## src/dcs_map.svh

```systemverilog
// constants for the daisy-chain serial control port
`ifndef DCS_MAP_SVH
`define DCS_MAP_SVH

// control byte field positions
`define DCS_CB_BCAST 7
`define DCS_CB_DIR 6
`define DCS_CB_SPACE 5
`define DCS_CB_RSVD 4
// field values
`define DCS_DIR_READ 1'b1
`define DCS_SPACE_REG 1'b1
// widths
`define DCS_ADDR_W 7
`define DCS_REG_W 8
`define DCS_RAM_W 16
`define DCS_CID_W 4
// bit counter positions inside a byte
`define DCS_BIT_LAST 3'h7
`define DCS_BIT_CID_FIRST 3'h4
`define DCS_BIT_CID_DEC 3'h5
// channel index values this device answers to
`define DCS_CID_CH0 4'h0
`define DCS_CID_CH1 4'h1
// reset values
`define DCS_LVL_RST 3'h3
`define DCS_SH_RST 16'h0000

`endif

```

## src/dcs_pkg.sv

```systemverilog
// types shared by the daisy-chain serial control port
package dcs_pkg;
  typedef enum logic [1:0] {
    ST_CTRL  = 2'b00,
    ST_ADDR  = 2'b01,
    ST_DATA1 = 2'b10,
    ST_DATA2 = 2'b11
  } dcs_state_t;
endpackage

```

## src/dcs_ram_chan.sv

```systemverilog
// per-channel ram request buffers and pending flag
`timescale 1ns/1ps
`default_nettype none
`include "dcs_map.svh"
module dcs_ram_chan (
  input wire logic clk_i,
  input wire logic rst_n_i,
  input wire logic ce_i,
  input wire logic wr_req_i,
  input wire logic rd_req_i,
  input wire logic [`DCS_ADDR_W-1:0] addr_i,
  input wire logic [`DCS_RAM_W-1:0] wdata_i,
  input wire logic svc_done_i,
  input wire logic [`DCS_RAM_W-1:0] svc_rdata_i,
  input wire logic irq_en_i,
  output logic pending_o,
  output logic write_o,
  output logic [`DCS_ADDR_W-1:0] addr_buf_o,
  output logic [`DCS_RAM_W-1:0] data_buf_o,
  output logic done_o
);
  logic pend, next_pend;
  logic dir_wr, next_dir_wr;
  logic [`DCS_ADDR_W-1:0] abuf, next_abuf;
  logic [`DCS_RAM_W-1:0] dbuf, next_dbuf;
  logic done, next_done;

  // service completion first, then a new request, so a set wins
  always_comb begin
    next_pend = pend;
    next_dir_wr = dir_wr;
    next_abuf = abuf;
    next_dbuf = dbuf;
    next_done = 1'b0;
    if (svc_done_i && pend) begin
      next_pend = 1'b0;
      next_done = irq_en_i;
      if (!dir_wr) begin
        next_dbuf = svc_rdata_i;
      end
    end
    if (wr_req_i || rd_req_i) begin
      next_pend = 1'b1;
      next_abuf = addr_i;
      next_dir_wr = wr_req_i;
      if (wr_req_i) begin
        next_dbuf = wdata_i;
      end
    end
  end

  // state registers
  always_ff @(posedge clk_i or negedge rst_n_i) begin
    if (!rst_n_i) begin
      pend <= 1'b0;
      dir_wr <= 1'b0;
      abuf <= '0;
      dbuf <= `DCS_SH_RST;
      done <= 1'b0;
    end else if (ce_i) begin
      pend <= next_pend;
      dir_wr <= next_dir_wr;
      abuf <= next_abuf;
      dbuf <= next_dbuf;
      done <= next_done;
    end
  end

  assign pending_o = pend;
  assign write_o = dir_wr;
  assign addr_buf_o = abuf;
  assign data_buf_o = dbuf;
  assign done_o = done;
endmodule
`default_nettype wire

```

## src/dcs_spi_port.sv

```systemverilog
// two-channel daisy-chain serial control port, sampled on the system clock
`timescale 1ns/1ps
`default_nettype none
`include "dcs_map.svh"
// What this block does
// - bit 7 requests chain-wide write
// - bit 6 selects write or read
// - bit 5 selects ram or register space
// - four-bit channel index sent lsb first
// - index decremented per channel, two per device
// - only channel seeing index zero acts
// - chain-wide: index unchanged, all channels accept
// - top three control bits forwarded unchanged
// - select high after register data means one byte
// - serial input ignored during read data
// - no select rise means eight more clocks
// - 16-bit register write drops last byte
// - 16-bit register read repeats the byte
// - register read loads after address byte
// - register write commits after data byte
// - ram access always four bytes long
// - ram read returns previous buffered result
// - ram read logs address and pending request
// - pending flag and done pulse per channel
// - ram write fills per-channel buffers
// - control, 7-bit address, data, msb first
// - select rise off byte boundary resets
module dcs_spi_port (
  input wire logic clk_i,
  input wire logic arst_n_i,
  input wire logic ce_i,
  input wire logic sclk_i,
  input wire logic cs_n_i,
  input wire logic sdi_i,
  output logic sdo_o,
  output logic sdo_oe_o,
  output logic chain_pass_out_o,
  output logic [1:0] reg_wr_o,
  output logic [`DCS_ADDR_W-1:0] reg_addr_o,
  output logic [`DCS_REG_W-1:0] reg_wdata_o,
  input wire logic [`DCS_REG_W-1:0] reg_rdata0_i,
  input wire logic [`DCS_REG_W-1:0] reg_rdata1_i,
  output logic [1:0] ram_request_pending_flag_o,
  output logic [1:0] ram_write_o,
  output logic [1:0][`DCS_ADDR_W-1:0] ram_addr_o,
  output logic [1:0][`DCS_RAM_W-1:0] ram_wdata_o,
  input wire logic [1:0] ram_svc_done_i,
  input wire logic [1:0][`DCS_RAM_W-1:0] ram_svc_rdata_i,
  input wire logic [1:0] ram_irq_en_i,
  output logic [1:0] ram_done_o
);
  // ****************************************************************
  // reset release
  // ****************************************************************
  logic [1:0] rst_sync;
  logic rst_n;

  // async assert, clocked release
  always_ff @(posedge clk_i or negedge arst_n_i) begin
    if (!arst_n_i) begin
      rst_sync <= 2'b00;
    end else begin
      rst_sync <= {rst_sync[0], 1'b1};
    end
  end
  assign rst_n = rst_sync[1];

  // ****************************************************************
  // pin synchronisers, bit order {sdi, cs_n, sclk}
  // ****************************************************************
  logic [2:0] s1, s2, s3, lvl, next_lvl;

  // a level counts only once the second and third stages agree
  always_comb begin
    for (int i = 0; i < 3; i++) begin
      next_lvl[i] = (s2[i] == s3[i]) ? s3[i] : lvl[i];
    end
  end

  always_ff @(posedge clk_i or negedge rst_n) begin
    if (!rst_n) begin
      s1 <= `DCS_LVL_RST;
      s2 <= `DCS_LVL_RST;
      s3 <= `DCS_LVL_RST;
      lvl <= `DCS_LVL_RST;
    end else if (ce_i) begin
      s1 <= {sdi_i, cs_n_i, sclk_i};
      s2 <= s1;
      s3 <= s2;
      lvl <= next_lvl;
    end
  end

  logic sclk_rise, sclk_fall, cs_low, cs_rise, sdi_b;
  assign sclk_rise = next_lvl[0] & ~lvl[0];
  assign sclk_fall = ~next_lvl[0] & lvl[0];
  assign cs_low = ~lvl[1];
  assign cs_rise = next_lvl[1] & ~lvl[1];
  assign sdi_b = lvl[2];

  // ****************************************************************
  // serial state machine
  // ****************************************************************
  dcs_pkg::dcs_state_t state, next_state;
  logic [2:0] bit_cnt, next_bit_cnt;
  logic [7:0] ctrl, next_ctrl;
  logic [7:0] addr, next_addr;
  logic [15:0] dsh, next_dsh;
  logic [15:0] osh, next_osh;
  logic [1:0] tgt, next_tgt;
  logic ld_pend, next_ld_pend;
  logic sdo_q, next_sdo_q;
  logic oe_q, next_oe_q;
  logic [1:0] reg_wr, next_reg_wr;
  logic [1:0] ram_wr, next_ram_wr;
  logic [1:0] ram_rd, next_ram_rd;
  logic bcast, is_read, is_reg;
  logic [1:0] rd_tgt;
  logic [7:0] full_byte;
  logic [3:0] cid;
  logic [1:0][`DCS_RAM_W-1:0] ram_dbuf;

  assign bcast = ctrl[`DCS_CB_BCAST];
  assign is_read = (ctrl[`DCS_CB_DIR] == `DCS_DIR_READ);
  assign is_reg = (ctrl[`DCS_CB_SPACE] == `DCS_SPACE_REG);
  // a chain-wide read would fight other outputs, so it never drives
  assign rd_tgt = bcast ? 2'b00 : tgt;
  assign full_byte = {ctrl[6:0], sdi_b};
  // index arrives lsb first in the low nibble
  assign cid = {full_byte[0], full_byte[1], full_byte[2], full_byte[3]};

  always_comb begin
    next_state = state;
    next_bit_cnt = bit_cnt;
    next_ctrl = ctrl;
    next_addr = addr;
    next_dsh = dsh;
    next_osh = osh;
    next_tgt = tgt;
    next_ld_pend = 1'b0;
    next_sdo_q = sdo_q;
    next_reg_wr = 2'b00;
    next_ram_wr = 2'b00;
    next_ram_rd = 2'b00;
    if (cs_rise) begin
      if (bit_cnt != 3'h0) begin
        // off a byte boundary: force back to a known state
        next_state = dcs_pkg::ST_CTRL;
        next_bit_cnt = 3'h0;
      end else if (state == dcs_pkg::ST_DATA2 && is_reg) begin
        next_state = dcs_pkg::ST_CTRL;
      end
    end else if (cs_low && sclk_rise) begin
      next_bit_cnt = bit_cnt + 3'h1;
      case (state)
        dcs_pkg::ST_CTRL: begin
          next_ctrl = full_byte;
          if (bit_cnt == `DCS_BIT_LAST) begin
            next_tgt[0] = full_byte[`DCS_CB_BCAST] | (cid == `DCS_CID_CH0);
            next_tgt[1] = full_byte[`DCS_CB_BCAST] | (cid == `DCS_CID_CH1);
            next_state = dcs_pkg::ST_ADDR;
          end
        end
        dcs_pkg::ST_ADDR: begin
          next_addr = {addr[6:0], sdi_b};
          if (bit_cnt == `DCS_BIT_LAST) begin
            next_ld_pend = is_read;
            next_state = dcs_pkg::ST_DATA1;
          end
        end
        dcs_pkg::ST_DATA1: begin
          // input bits during a read land in dsh and are never used
          next_dsh = {dsh[14:0], sdi_b};
          if (bit_cnt == `DCS_BIT_LAST) begin
            if (is_reg && !is_read) begin
              next_reg_wr = tgt;
            end
            next_state = dcs_pkg::ST_DATA2;
          end
        end
        dcs_pkg::ST_DATA2: begin
          // register writes already committed, so this byte is dropped
          next_dsh = {dsh[14:0], sdi_b};
          if (bit_cnt == `DCS_BIT_LAST) begin
            if (!is_reg) begin
              next_ram_wr = is_read ? 2'b00 : tgt;
              next_ram_rd = is_read ? rd_tgt : 2'b00;
            end
            next_state = dcs_pkg::ST_CTRL;
          end
        end
        default: begin
          next_state = dcs_pkg::ST_CTRL;
        end
      endcase
    end
    // load one clock after the address byte so the read port has settled
    if (ld_pend) begin
      if (is_reg) begin
        next_osh = rd_tgt[1] ? {reg_rdata1_i, reg_rdata1_i}
                             : {reg_rdata0_i, reg_rdata0_i};
      end else begin
        next_osh = rd_tgt[1] ? ram_dbuf[1] : ram_dbuf[0];
      end
    end else if (cs_low && sclk_fall &&
                 (state == dcs_pkg::ST_DATA1 || state == dcs_pkg::ST_DATA2)) begin
      next_sdo_q = osh[15];
      next_osh = {osh[14:0], 1'b0};
    end
    next_oe_q = cs_low && is_read && (rd_tgt != 2'b00) &&
                (state == dcs_pkg::ST_DATA1 || state == dcs_pkg::ST_DATA2);
  end

  always_ff @(posedge clk_i or negedge rst_n) begin
    if (!rst_n) begin
      state <= dcs_pkg::ST_CTRL;
      bit_cnt <= 3'h0;
      ctrl <= 8'h00;
      addr <= 8'h00;
      dsh <= `DCS_SH_RST;
      osh <= `DCS_SH_RST;
      tgt <= 2'b00;
      ld_pend <= 1'b0;
      sdo_q <= 1'b0;
      oe_q <= 1'b0;
      reg_wr <= 2'b00;
      ram_wr <= 2'b00;
      ram_rd <= 2'b00;
    end else if (ce_i) begin
      state <= next_state;
      bit_cnt <= next_bit_cnt;
      ctrl <= next_ctrl;
      addr <= next_addr;
      dsh <= next_dsh;
      osh <= next_osh;
      tgt <= next_tgt;
      ld_pend <= next_ld_pend;
      sdo_q <= next_sdo_q;
      oe_q <= next_oe_q;
      reg_wr <= next_reg_wr;
      ram_wr <= next_ram_wr;
      ram_rd <= next_ram_rd;
    end
  end

  assign sdo_o = sdo_q;
  assign sdo_oe_o = oe_q;
  assign reg_wr_o = reg_wr;
  // only the seven low address bits reach the channels
  assign reg_addr_o = addr[`DCS_ADDR_W-1:0];
  assign reg_wdata_o = dsh[7:0];

  // ****************************************************************
  // chain forwarding with serial index decrement
  // ****************************************************************
  logic chain_q, next_chain_q;
  logic borrow, next_borrow;
  logic in_cid, sub_b, b_in, bcast_now;

  // chain-wide bit is still walking up ctrl here, so ctrl[7] holds a stale byte
  assign bcast_now = ctrl[bit_cnt - 3'h1];
  // the nibble is lsb first, so a ripple borrow subtracts two on the fly
  assign in_cid = (state == dcs_pkg::ST_CTRL) && (bit_cnt >= `DCS_BIT_CID_FIRST) &&
                  !bcast_now;
  assign sub_b = (bit_cnt == `DCS_BIT_CID_DEC);
  assign b_in = (bit_cnt == `DCS_BIT_CID_FIRST) ? 1'b0 : borrow;

  always_comb begin
    next_borrow = borrow;
    // upper bits, reserved bit and all later bytes pass untouched
    next_chain_q = in_cid ? (sdi_b ^ sub_b ^ b_in) : sdi_b;
    if (in_cid && cs_low && sclk_rise) begin
      next_borrow = (~sdi_b & (sub_b | b_in)) | (sdi_b & sub_b & b_in);
    end
  end

  always_ff @(posedge clk_i or negedge rst_n) begin
    if (!rst_n) begin
      chain_q <= 1'b1;
      borrow <= 1'b0;
    end else if (ce_i) begin
      chain_q <= next_chain_q;
      borrow <= next_borrow;
    end
  end
  assign chain_pass_out_o = chain_q;

  // ****************************************************************
  // per-channel ram request buffers
  // ****************************************************************
  for (genvar g = 0; g < 2; g++) begin : g_chan
    dcs_ram_chan u_chan (
      .clk_i(clk_i),
      .rst_n_i(rst_n),
      .ce_i(ce_i),
      .wr_req_i(ram_wr[g]),
      .rd_req_i(ram_rd[g]),
      .addr_i(addr[`DCS_ADDR_W-1:0]),
      .wdata_i(dsh),
      .svc_done_i(ram_svc_done_i[g]),
      .svc_rdata_i(ram_svc_rdata_i[g]),
      .irq_en_i(ram_irq_en_i[g]),
      .pending_o(ram_request_pending_flag_o[g]),
      .write_o(ram_write_o[g]),
      .addr_buf_o(ram_addr_o[g]),
      .data_buf_o(ram_dbuf[g]),
      .done_o(ram_done_o[g])
    );
    assign ram_wdata_o[g] = ram_dbuf[g];
  end
endmodule
`default_nettype wire

```

## config.mk

```make
export PLATFORM = sky130hd
export DESIGN_NAME = dcs_spi_port
export DESIGN_NICKNAME = d
export VERILOG_FILES = /design/src/dcs_pkg.sv /design/src/dcs_ram_chan.sv /design/src/dcs_spi_port.sv
export VERILOG_INCLUDE_DIRS = /design/src
export SDC_FILE = /design/constraint.sdc
export NUM_CORES = 1
export LEC_CHECK = 0
export BUFFER_PORTS_ARGS = -buffer_cell sky130_fd_sc_hd__buf_2
export CAP_MARGIN = 20
export CORE_MARGIN = 5
export CORE_UTILIZATION = 50
export DETAILED_ROUTE_END_ITERATION = 8
export PLACE_DENSITY = 0.74
export SKIP_CTS_REPAIR_TIMING = 1
export SYNTH_ARGS = -nofsm -noshare
export SYNTH_HDL_FRONTEND = slang
export SYNTH_SLANG_ARGS = --single-unit
```

## constraint.sdc

```tcl
create_clock -name clk_i -period 5.5 [get_ports clk_i]
set_input_delay 0.55 -clock clk_i [delete_from_list [all_inputs] [get_ports clk_i]]
set_output_delay 0.55 -clock clk_i [all_outputs]
set_load 0.02 [all_outputs]
```

==> out/results.ini, run 1 <==
[outcome]
status=finished clean

[finish]
num_antenna_cells=0
syn_to_final_growth_pct=20.4
drive_above_1_share=0.318
final_nets=774

[floorplan]
die_h_microns=121
core-area_sq_mm=0.0121
die_width_microns=121
rows=40
dieArea_sq_mm=0.0146
io-pin-count=130
start_util=0.510

[critical_path]
cp.required_ps=5830
r2r_slack_ps=3090
endpoint_kind=flop
cp_num_buf_inv=2
r2r_start=ram_wr[1]
cp_top_family=buffers and inverters
worst_path_max_delay_cell=a21oi_1
r2r-end=g_chan[1].u_chan.data_buf_o[7]
critPathMaxStageDelay_ps=1010
cpMostUsedCell=a21oi_1
reg2reg_depth=4
path_class=input port to flop
critPathMaxFanout=56
path_cells=buf_2, inv_1, a21oi_1, nor2_1, a21oi_1
start_kind=input port
crit_arrival_ps=3130

[worst_hold_path]
holdPathEnd=rst_sync[1]
hp-class=flop to flop
hold_depth=0
min_from=rst_sync[0]

[cts]
clkSinkCount=131
h-tree-depth=4
cts_tree=yes
clk_pin_slew_ps=60
clockBufferDepth=2
numCtsBuffers=17
cts.root.buffer_cell=clkbuf_16
clk_latency_ps=420

[route]
drt_iter0_drc=379
drt_first_pass_iters=5
wirelength_microns=16500
dr_total_vias=4964
ant_nets=0
drc=0
routed_via_density=5.60
wl_per_cell_microns=18.6

[timing]
min_period_ps=2800
fin_crit_sh=0.510
hold_viol_final=0
slew_headroom=0.262
tns_ps=0
final-max-slew-violation-count=0
fmax_mhz=357
worst-slew-pin-transition_ps=1110
finalSetupViolations=0
rsz0062_at_grt=false
fin_skew_ps=5.33

[pwr]
power.total_mw=2.83
power.leakage_nw=3.65
ir_drop_uv=222
p_per_area_mw_per_mm2=382

[synthesis]
yosysTopAreaCell=dfrtp_1
synth_nets=668
synth_enable_flop_cells=0
ys_types=46
syn-cell-area_sq_mm=0.00616
synth.area.top_cells=dfrtp_1, mux2_2, nand2_1, o21ai_0, dfstp_2
synth_seq_cells=131
netlist_instances=599
synth.avg_cell_area_sq_um=10.3
synth_top_cell_area_share=0.496
ys_seq_area_frac=0.534
ys.flop_type=dfrtp_1
ys_warn_count=0
synthArstFlopShare=1.00

[global_routing]
grt_max_degree=71
grt_pass1_wl_microns=26600
track_usage=0.235
grt_overflow=0
grt_pass1_vias=5047
antenna_found_initial=0

[placed_design]
finalWeightedCongestion=0.898
dp_hpwl_microns=11700
portBuffers=129

[flow_run]
drv_cap=0

cells in the mapped netlist, drive strengths merged, types with 3 or more instances:
library cell  count
mux2             52
ha               10
nor2b             3
mux2i             9
o2bb2ai           5
a21oi            42
nand2            84
nand2b            4
dfrtp           122
dfstp             9
buf              21
clkbuf           25
o21ai            62
nor2             54
o22ai            32
nand3             4
inv              16
or3              16
power by group:
part           switching, mW  leakage [nW]  internal [mW]
sequential             0.120          1.70           1.08
combinational          0.281          1.66          0.189
clock                  0.411         0.287          0.754
flip-flops by register name (all words and copies together) (netlist names), 3 cells and up:
name,cells
addr,7
bit_cnt,3
ctrl,8
dsh,16
g_chan.u_chan.addr_buf_o,14
g_chan.u_chan.data_buf_o,32
lvl,3
osh,16
s1,3
s2,3
s3,3
through the flow:
stage | instance area, sq um | hold WS [ps] | util | instances | setup WS (ps)
6_report | 7410 | 364 | 0.615 | 886 | 2700
5_1_grt | 7410 | 368 | 0.615 | 886 | 2500
4_1_cts | 7400 | -106 | 0.614 | 885 | 2770
3_5_place_dp | 6800 | 339 | 0.564 | 853 | 2350
3_3_place_gp | 6800 | 335 | 0.564 | 853 | 2520
2_1_floorplan | 6160 | 254 | - | 599 | 1600
placed cells by master, fill, tap and decap left out, types with 4 or more instances in the layout:
cell type	instances
mux2_2	42
mux2i_1	9
buf_2	129
nand2_1	82
dfrtp_1	121
nand2b_1	4
a21oi_1	42
mux2_4	10
dfstp_2	9
nor2_1	54
clkinv_2	4
clkbuf_16	17
o21ai_0	58
bufinv_16	4
o22ai_1	32
o2bb2ai_1	5
inv_1	16
or3_1	16
clkbuf_1	4
nand3_1	4
ha_1	10
layer usage:
| layer | GRT usage | share of wire | vias up |
|---|---|---|---|
| met5 | 0 | 0 | - |
| met4 | 0.110 | 0.034 | 0 |
| met3 | 0.0545 | 0.058 | 43 |
| met2 | 0.380 | 0.49 | 184 |
| met1 | 0.300 | 0.42 | 2445 |
| li1 | - | - | 2292 |
final cells by class:
| class | instances | area [sq um] |
|---|---|---|
| Fill cell | 999 | 4650 |
| Inverter | 16 | 60.1 |
| Timing Repair Buffer | 133 | 678 |
| Clock inverter | 11 | 163 |
| Clock buffer | 21 | 440 |
| Tap cell | 168 | 210 |
| Multi-Input combinational cell | 406 | 2570 |
| Sequential cell | 131 | 3290 |
kinds of logic after synthesis:
kind of cell / share of synthesized area
AOI/OAI and AO/OA: 0.140
muxes: 0.123
other: 0.000609
buffers and inverters: 0.0484
DFF: 0.534
and+or+nand+nor: 0.130
adders and majority gates: 0.0236
how the worst max path moves through the flow:
stage / endpoint / startpoint / slack (ps) / cells after the start
after floorplan: addr[0] / rst_sync[1] / 1600 / 0
after global placement: dsh[5] / ce_i / 2520 / 5
after detailed placement: g_chan[1].u_chan.data_buf_o[7] / ce_i / 2350 / 5
after CTS: g_chan[1].u_chan.data_buf_o[7] / ce_i / 2770 / 5
after global routing: g_chan[1].u_chan.data_buf_o[5] / ce_i / 2500 / 5
final: g_chan[1].u_chan.data_buf_o[7] / ce_i / 2700 / 5
(Power assumes the default switching activity.)
==> run 2: changes to the inputs <==
--- a/config.mk
+++ b/config.mk
@@ -6,6 +6,7 @@
 export SDC_FILE = /design/constraint.sdc
 export NUM_CORES = 1
 export LEC_CHECK = 0
+export ABC_AREA = 1
 export BUFFER_PORTS_ARGS = -buffer_cell sky130_fd_sc_hd__buf_2
 export CAP_MARGIN = 20
 export CORE_MARGIN = 5
==> constraint.sdc (replaced) <==
create_clock -name clk_i -period 2.76 [get_ports clk_i]
set_input_delay 0.276 -clock clk_i [delete_from_list [all_inputs] [get_ports clk_i]]
set_output_delay 0.276 -clock clk_i [all_outputs]
set_load 0.02 [all_outputs]
==> run 2 against run 1 <==
Effect of this change: total power is 110% higher; count of clock-buffer cells in the layout is 1 lower; non-clock buffer count is 5 higher; final area is 4.9% higher; flip-flop and latch count stayed put; combinational power is 150% higher; hold slack worse by 300 ps; first-iteration DRC count is 10% higher.
==> out/results.ini, run 2 <==
[route]
dr_total_vias=5595  ; was 4964
drc=0  ; unchanged
wirelength_microns=17500  ; was 16500 microns
routed_via_density=5.27  ; was 5.60
drt_iter0_drc=418  ; was 379
wl_met1_microns=7840  ; was 6870 microns
top_layer=met4  ; unchanged
wl_per_cell_microns=16.5  ; was 18.6 microns
met2_length_microns=7980  ; was 8080 microns
drt_first_pass_iters=5  ; unchanged
ant_nets=0  ; unchanged
route.met3.wl_microns=1450  ; was 951 microns

[synthesis]
ys_types=37  ; was 46
syn-cell-area_sq_mm=0.00648  ; was 0.00616 sq mm
synth.area.top_cells=dfrtp_1, nand2_1, o21ai_0, inv_1, dfstp_2  ; was dfrtp_1, mux2_2, nand2_1, o21ai_0, dfstp_2
netlist_instances=769  ; was 599
synth_top_cell_area_share=0.471  ; was 0.496
synth.avg_cell_area_sq_um=8.43  ; was 10.3 sq um
ys_warn_count=0  ; unchanged
synthArstFlopShare=1.00  ; unchanged
synth_enable_flop_cells=0  ; unchanged
ys.flop_type=dfrtp_1  ; unchanged
ys_seq_area_frac=0.508  ; was 0.534
synth_most_common_cell=nand2_1  ; was dfrtp_1
synth_seq_cells=131  ; unchanged
synth_nets=838  ; was 668
synth_common_cells=nand2_1, dfrtp_1, inv_1, o21ai_0, o21ai_1  ; was dfrtp_1, nand2_1, o21ai_0, nor2_1
yosysTopAreaCell=dfrtp_1  ; unchanged

[placed_design]
dp_hpwl_microns=12500  ; was 11700 microns
finalWeightedCongestion=0.849  ; was 0.898
portBuffers=129  ; unchanged

[pwr]
comb_power_share=0.194  ; was 0.166
swShare=0.305  ; was 0.287
power_frac_seq=0.394  ; was 0.423
power_switching_mw=1.85  ; was 0.813 mW
p_clk_frac=0.413  ; was 0.411
power.leakage_nw=3.85  ; was 3.65 nW
ir_drop_uv=593  ; was 222 uV
p_int_mw=4.22  ; was 2.02 mW
p_per_area_mw_per_mm2=780  ; was 382 mW/mm^2

[floorplan]
rows=41  ; was 40
dieArea_sq_mm=0.0153  ; was 0.0146 sq mm
die_h_microns=124  ; was 121 microns
die_width_microns=124  ; was 121 microns
core-area_sq_mm=0.0127  ; was 0.0121 sq mm
io-pin-count=130  ; unchanged
start_util=0.512  ; was 0.510

[timing]
hold_viol_final=0  ; unchanged
worst-slew-pin-transition_ps=727  ; was 1110 ps
finalSetupViolations=0  ; unchanged
final-max-slew-violation-count=0  ; unchanged
tns_ps=0  ; unchanged
fmax_mhz=513
fin_skew_ps=7.19  ; was 5.33 ps
min_period_ps=1950
slew_headroom=0.515  ; was 0.262
rsz0062_at_grt=false  ; unchanged
hold_slack_ps=59.1  ; was 364 ps
fin_crit_sh=0.707

[outcome]
status=finished clean  ; unchanged

[critical_path]
path_class=flop to flop  ; was input port to flop
cp.required_ps=3110  ; was 5830 ps
r2r-end=chain_pass_out_o  ; was g_chan[1].u_chan.data_buf_o[7]
critPathMaxFanout=9  ; was 56
reg2reg_depth=9  ; was 4
r2r_slack_ps=810  ; was 3090 ps
cp-startpoint=bit_cnt[0]  ; was ce_i
start_kind=flop  ; was input port
r2r_start=bit_cnt[0]  ; was ram_wr[1]
crit_arrival_ps=2300  ; was 3130 ps
endpoint_kind=flop  ; unchanged

[cts]
clockBufferDepth=2  ; unchanged
clk_pin_slew_ps=60  ; about the same
clkSinkCount=131  ; unchanged
cts_tree=yes  ; unchanged
h-tree-depth=4  ; unchanged
clk_latency_ps=420  ; about the same
numCtsBuffers=17  ; unchanged
cts.root.buffer_cell=clkbuf_16  ; unchanged

[global_routing]
grt_pass1_wl_microns=29100  ; was 26600 microns
grt_max_degree=58  ; was 71
grt_overflow=0  ; unchanged
track_usage=0.249  ; was 0.235
grt_pass1_vias=5621  ; was 5047
antenna_found_initial=0  ; unchanged

[finish]
multi_input_area_sq_mm=0.00247  ; was 0.00257 sq mm
drive_above_1_share=0.228  ; was 0.318
seqCellArea_sq_mm=0.00329  ; unchanged
final_nets=945  ; was 774
final_cell_mix=nand2_1, buf_2, dfrtp_1  ; was buf_2, dfrtp_1, nand2_1
n_fill_cell=1122  ; was 999
largest_reg_flops=32  ; unchanged
num_antenna_cells=0  ; unchanged
final_common_cell=nand2_1  ; was buf_2
syn_to_final_growth_pct=20.0  ; was 20.4%

[worst_hold_path]
holdPathEnd=s1[0]  ; was rst_sync[1]
hp-class=input port to flop  ; was flop to flop
hold_depth=3  ; was 0
min_from=sclk_i  ; was rst_sync[0]

[flow_run]
drv_cap=0  ; unchanged

## run 2: cell types whose count changed after synthesis, sizes merged, moves of 18 or more
| cell | delta |
|---|---|
| mux2 | -52 |
| buf | +18 |
| nor2 | -22 |
| nand2 | +101 |
| inv | +92 |
| a21oi | -24 |
| nand3 | +37 |
| o211ai | +23 |
| o21ai | +74 |
| o22ai | -30 |
## run 2: kinds of logic after synthesis
logic type / share of synthesized area
buffers and inverters: 0.111
AND/OR/NAND/NOR: 0.176
adder cells (fa/ha/maj): 0.0224
XOR/XNOR: 0.00135
flip-flops: 0.508
other: 0.000579
AO/OA/AOI/OAI: 0.181
## run 2: area by class of cell
type | count | share of cell area
clock buffer | 20 | 0.0587
clock inverter | 12 | 0.0261
inverter | 108 | 0.0525
multi-input combinational | 480 | 0.318
sequential | 131 | 0.424
tap | 172 | 0.0277
timing repair buffer | 138 | 0.0937
## run 2: worst max-delay path by stage
stage | endpoint | cells after the start
final | chain_pass_out_o | 9
after global routing | g_chan[1].u_chan.data_buf_o[15] | 5
after detailed placement | chain_pass_out_o | 9
after floorplan | addr[0] | 0
after CTS | chain_pass_out_o | 9
after global placement | chain_pass_out_o | 9
## run 2: power by group through the flow
stage               Sequential [mW]  Combinational (mW)  Clock, mW
finish                         2.39                1.17       2.50
global route                   2.42                1.34       2.62
CTS                            2.39                1.18       2.53
detailed placement             2.41                1.17          0
global placement               2.41                1.15          0
floorplan                      2.50               0.688          0
## run 2: worst max-delay path, stage by stage (launching register included)
cell and delay [ps]:
dfrtp_1 470, inv_1 200, ha_1 180, inv_1 50
o21ai_0 190, fa_1 450, inv_1 70, nand4_1 90
nand3_1 120, nand2_1 60
## run 2: routing by layer
layer,vias up,global-route usage
li1,2723,-
met1,2646,0.336
met2,212,0.384
met3,14,0.0754
met4,0,0.0830
met5,-,0
## run 2: stage by stage
| step | power, mW | cells | util | area [sq um] | setup WS [ps] |
|---|---|---|---|---|---|
| after floorplan | 3.19 | 769 | - | 6480 | 588 |
| after global placement | 3.56 | 1028 | 0.561 | 7110 | 816 |
| after detailed placement | 3.59 | 1028 | 0.561 | 7110 | 798 |
| after CTS | 6.10 | 1060 | 0.613 | 7760 | 821 |
| after global routing | 6.37 | 1061 | 0.614 | 7770 | 629 |
| final | 6.07 | 1061 | 0.614 | 7770 | 810 |
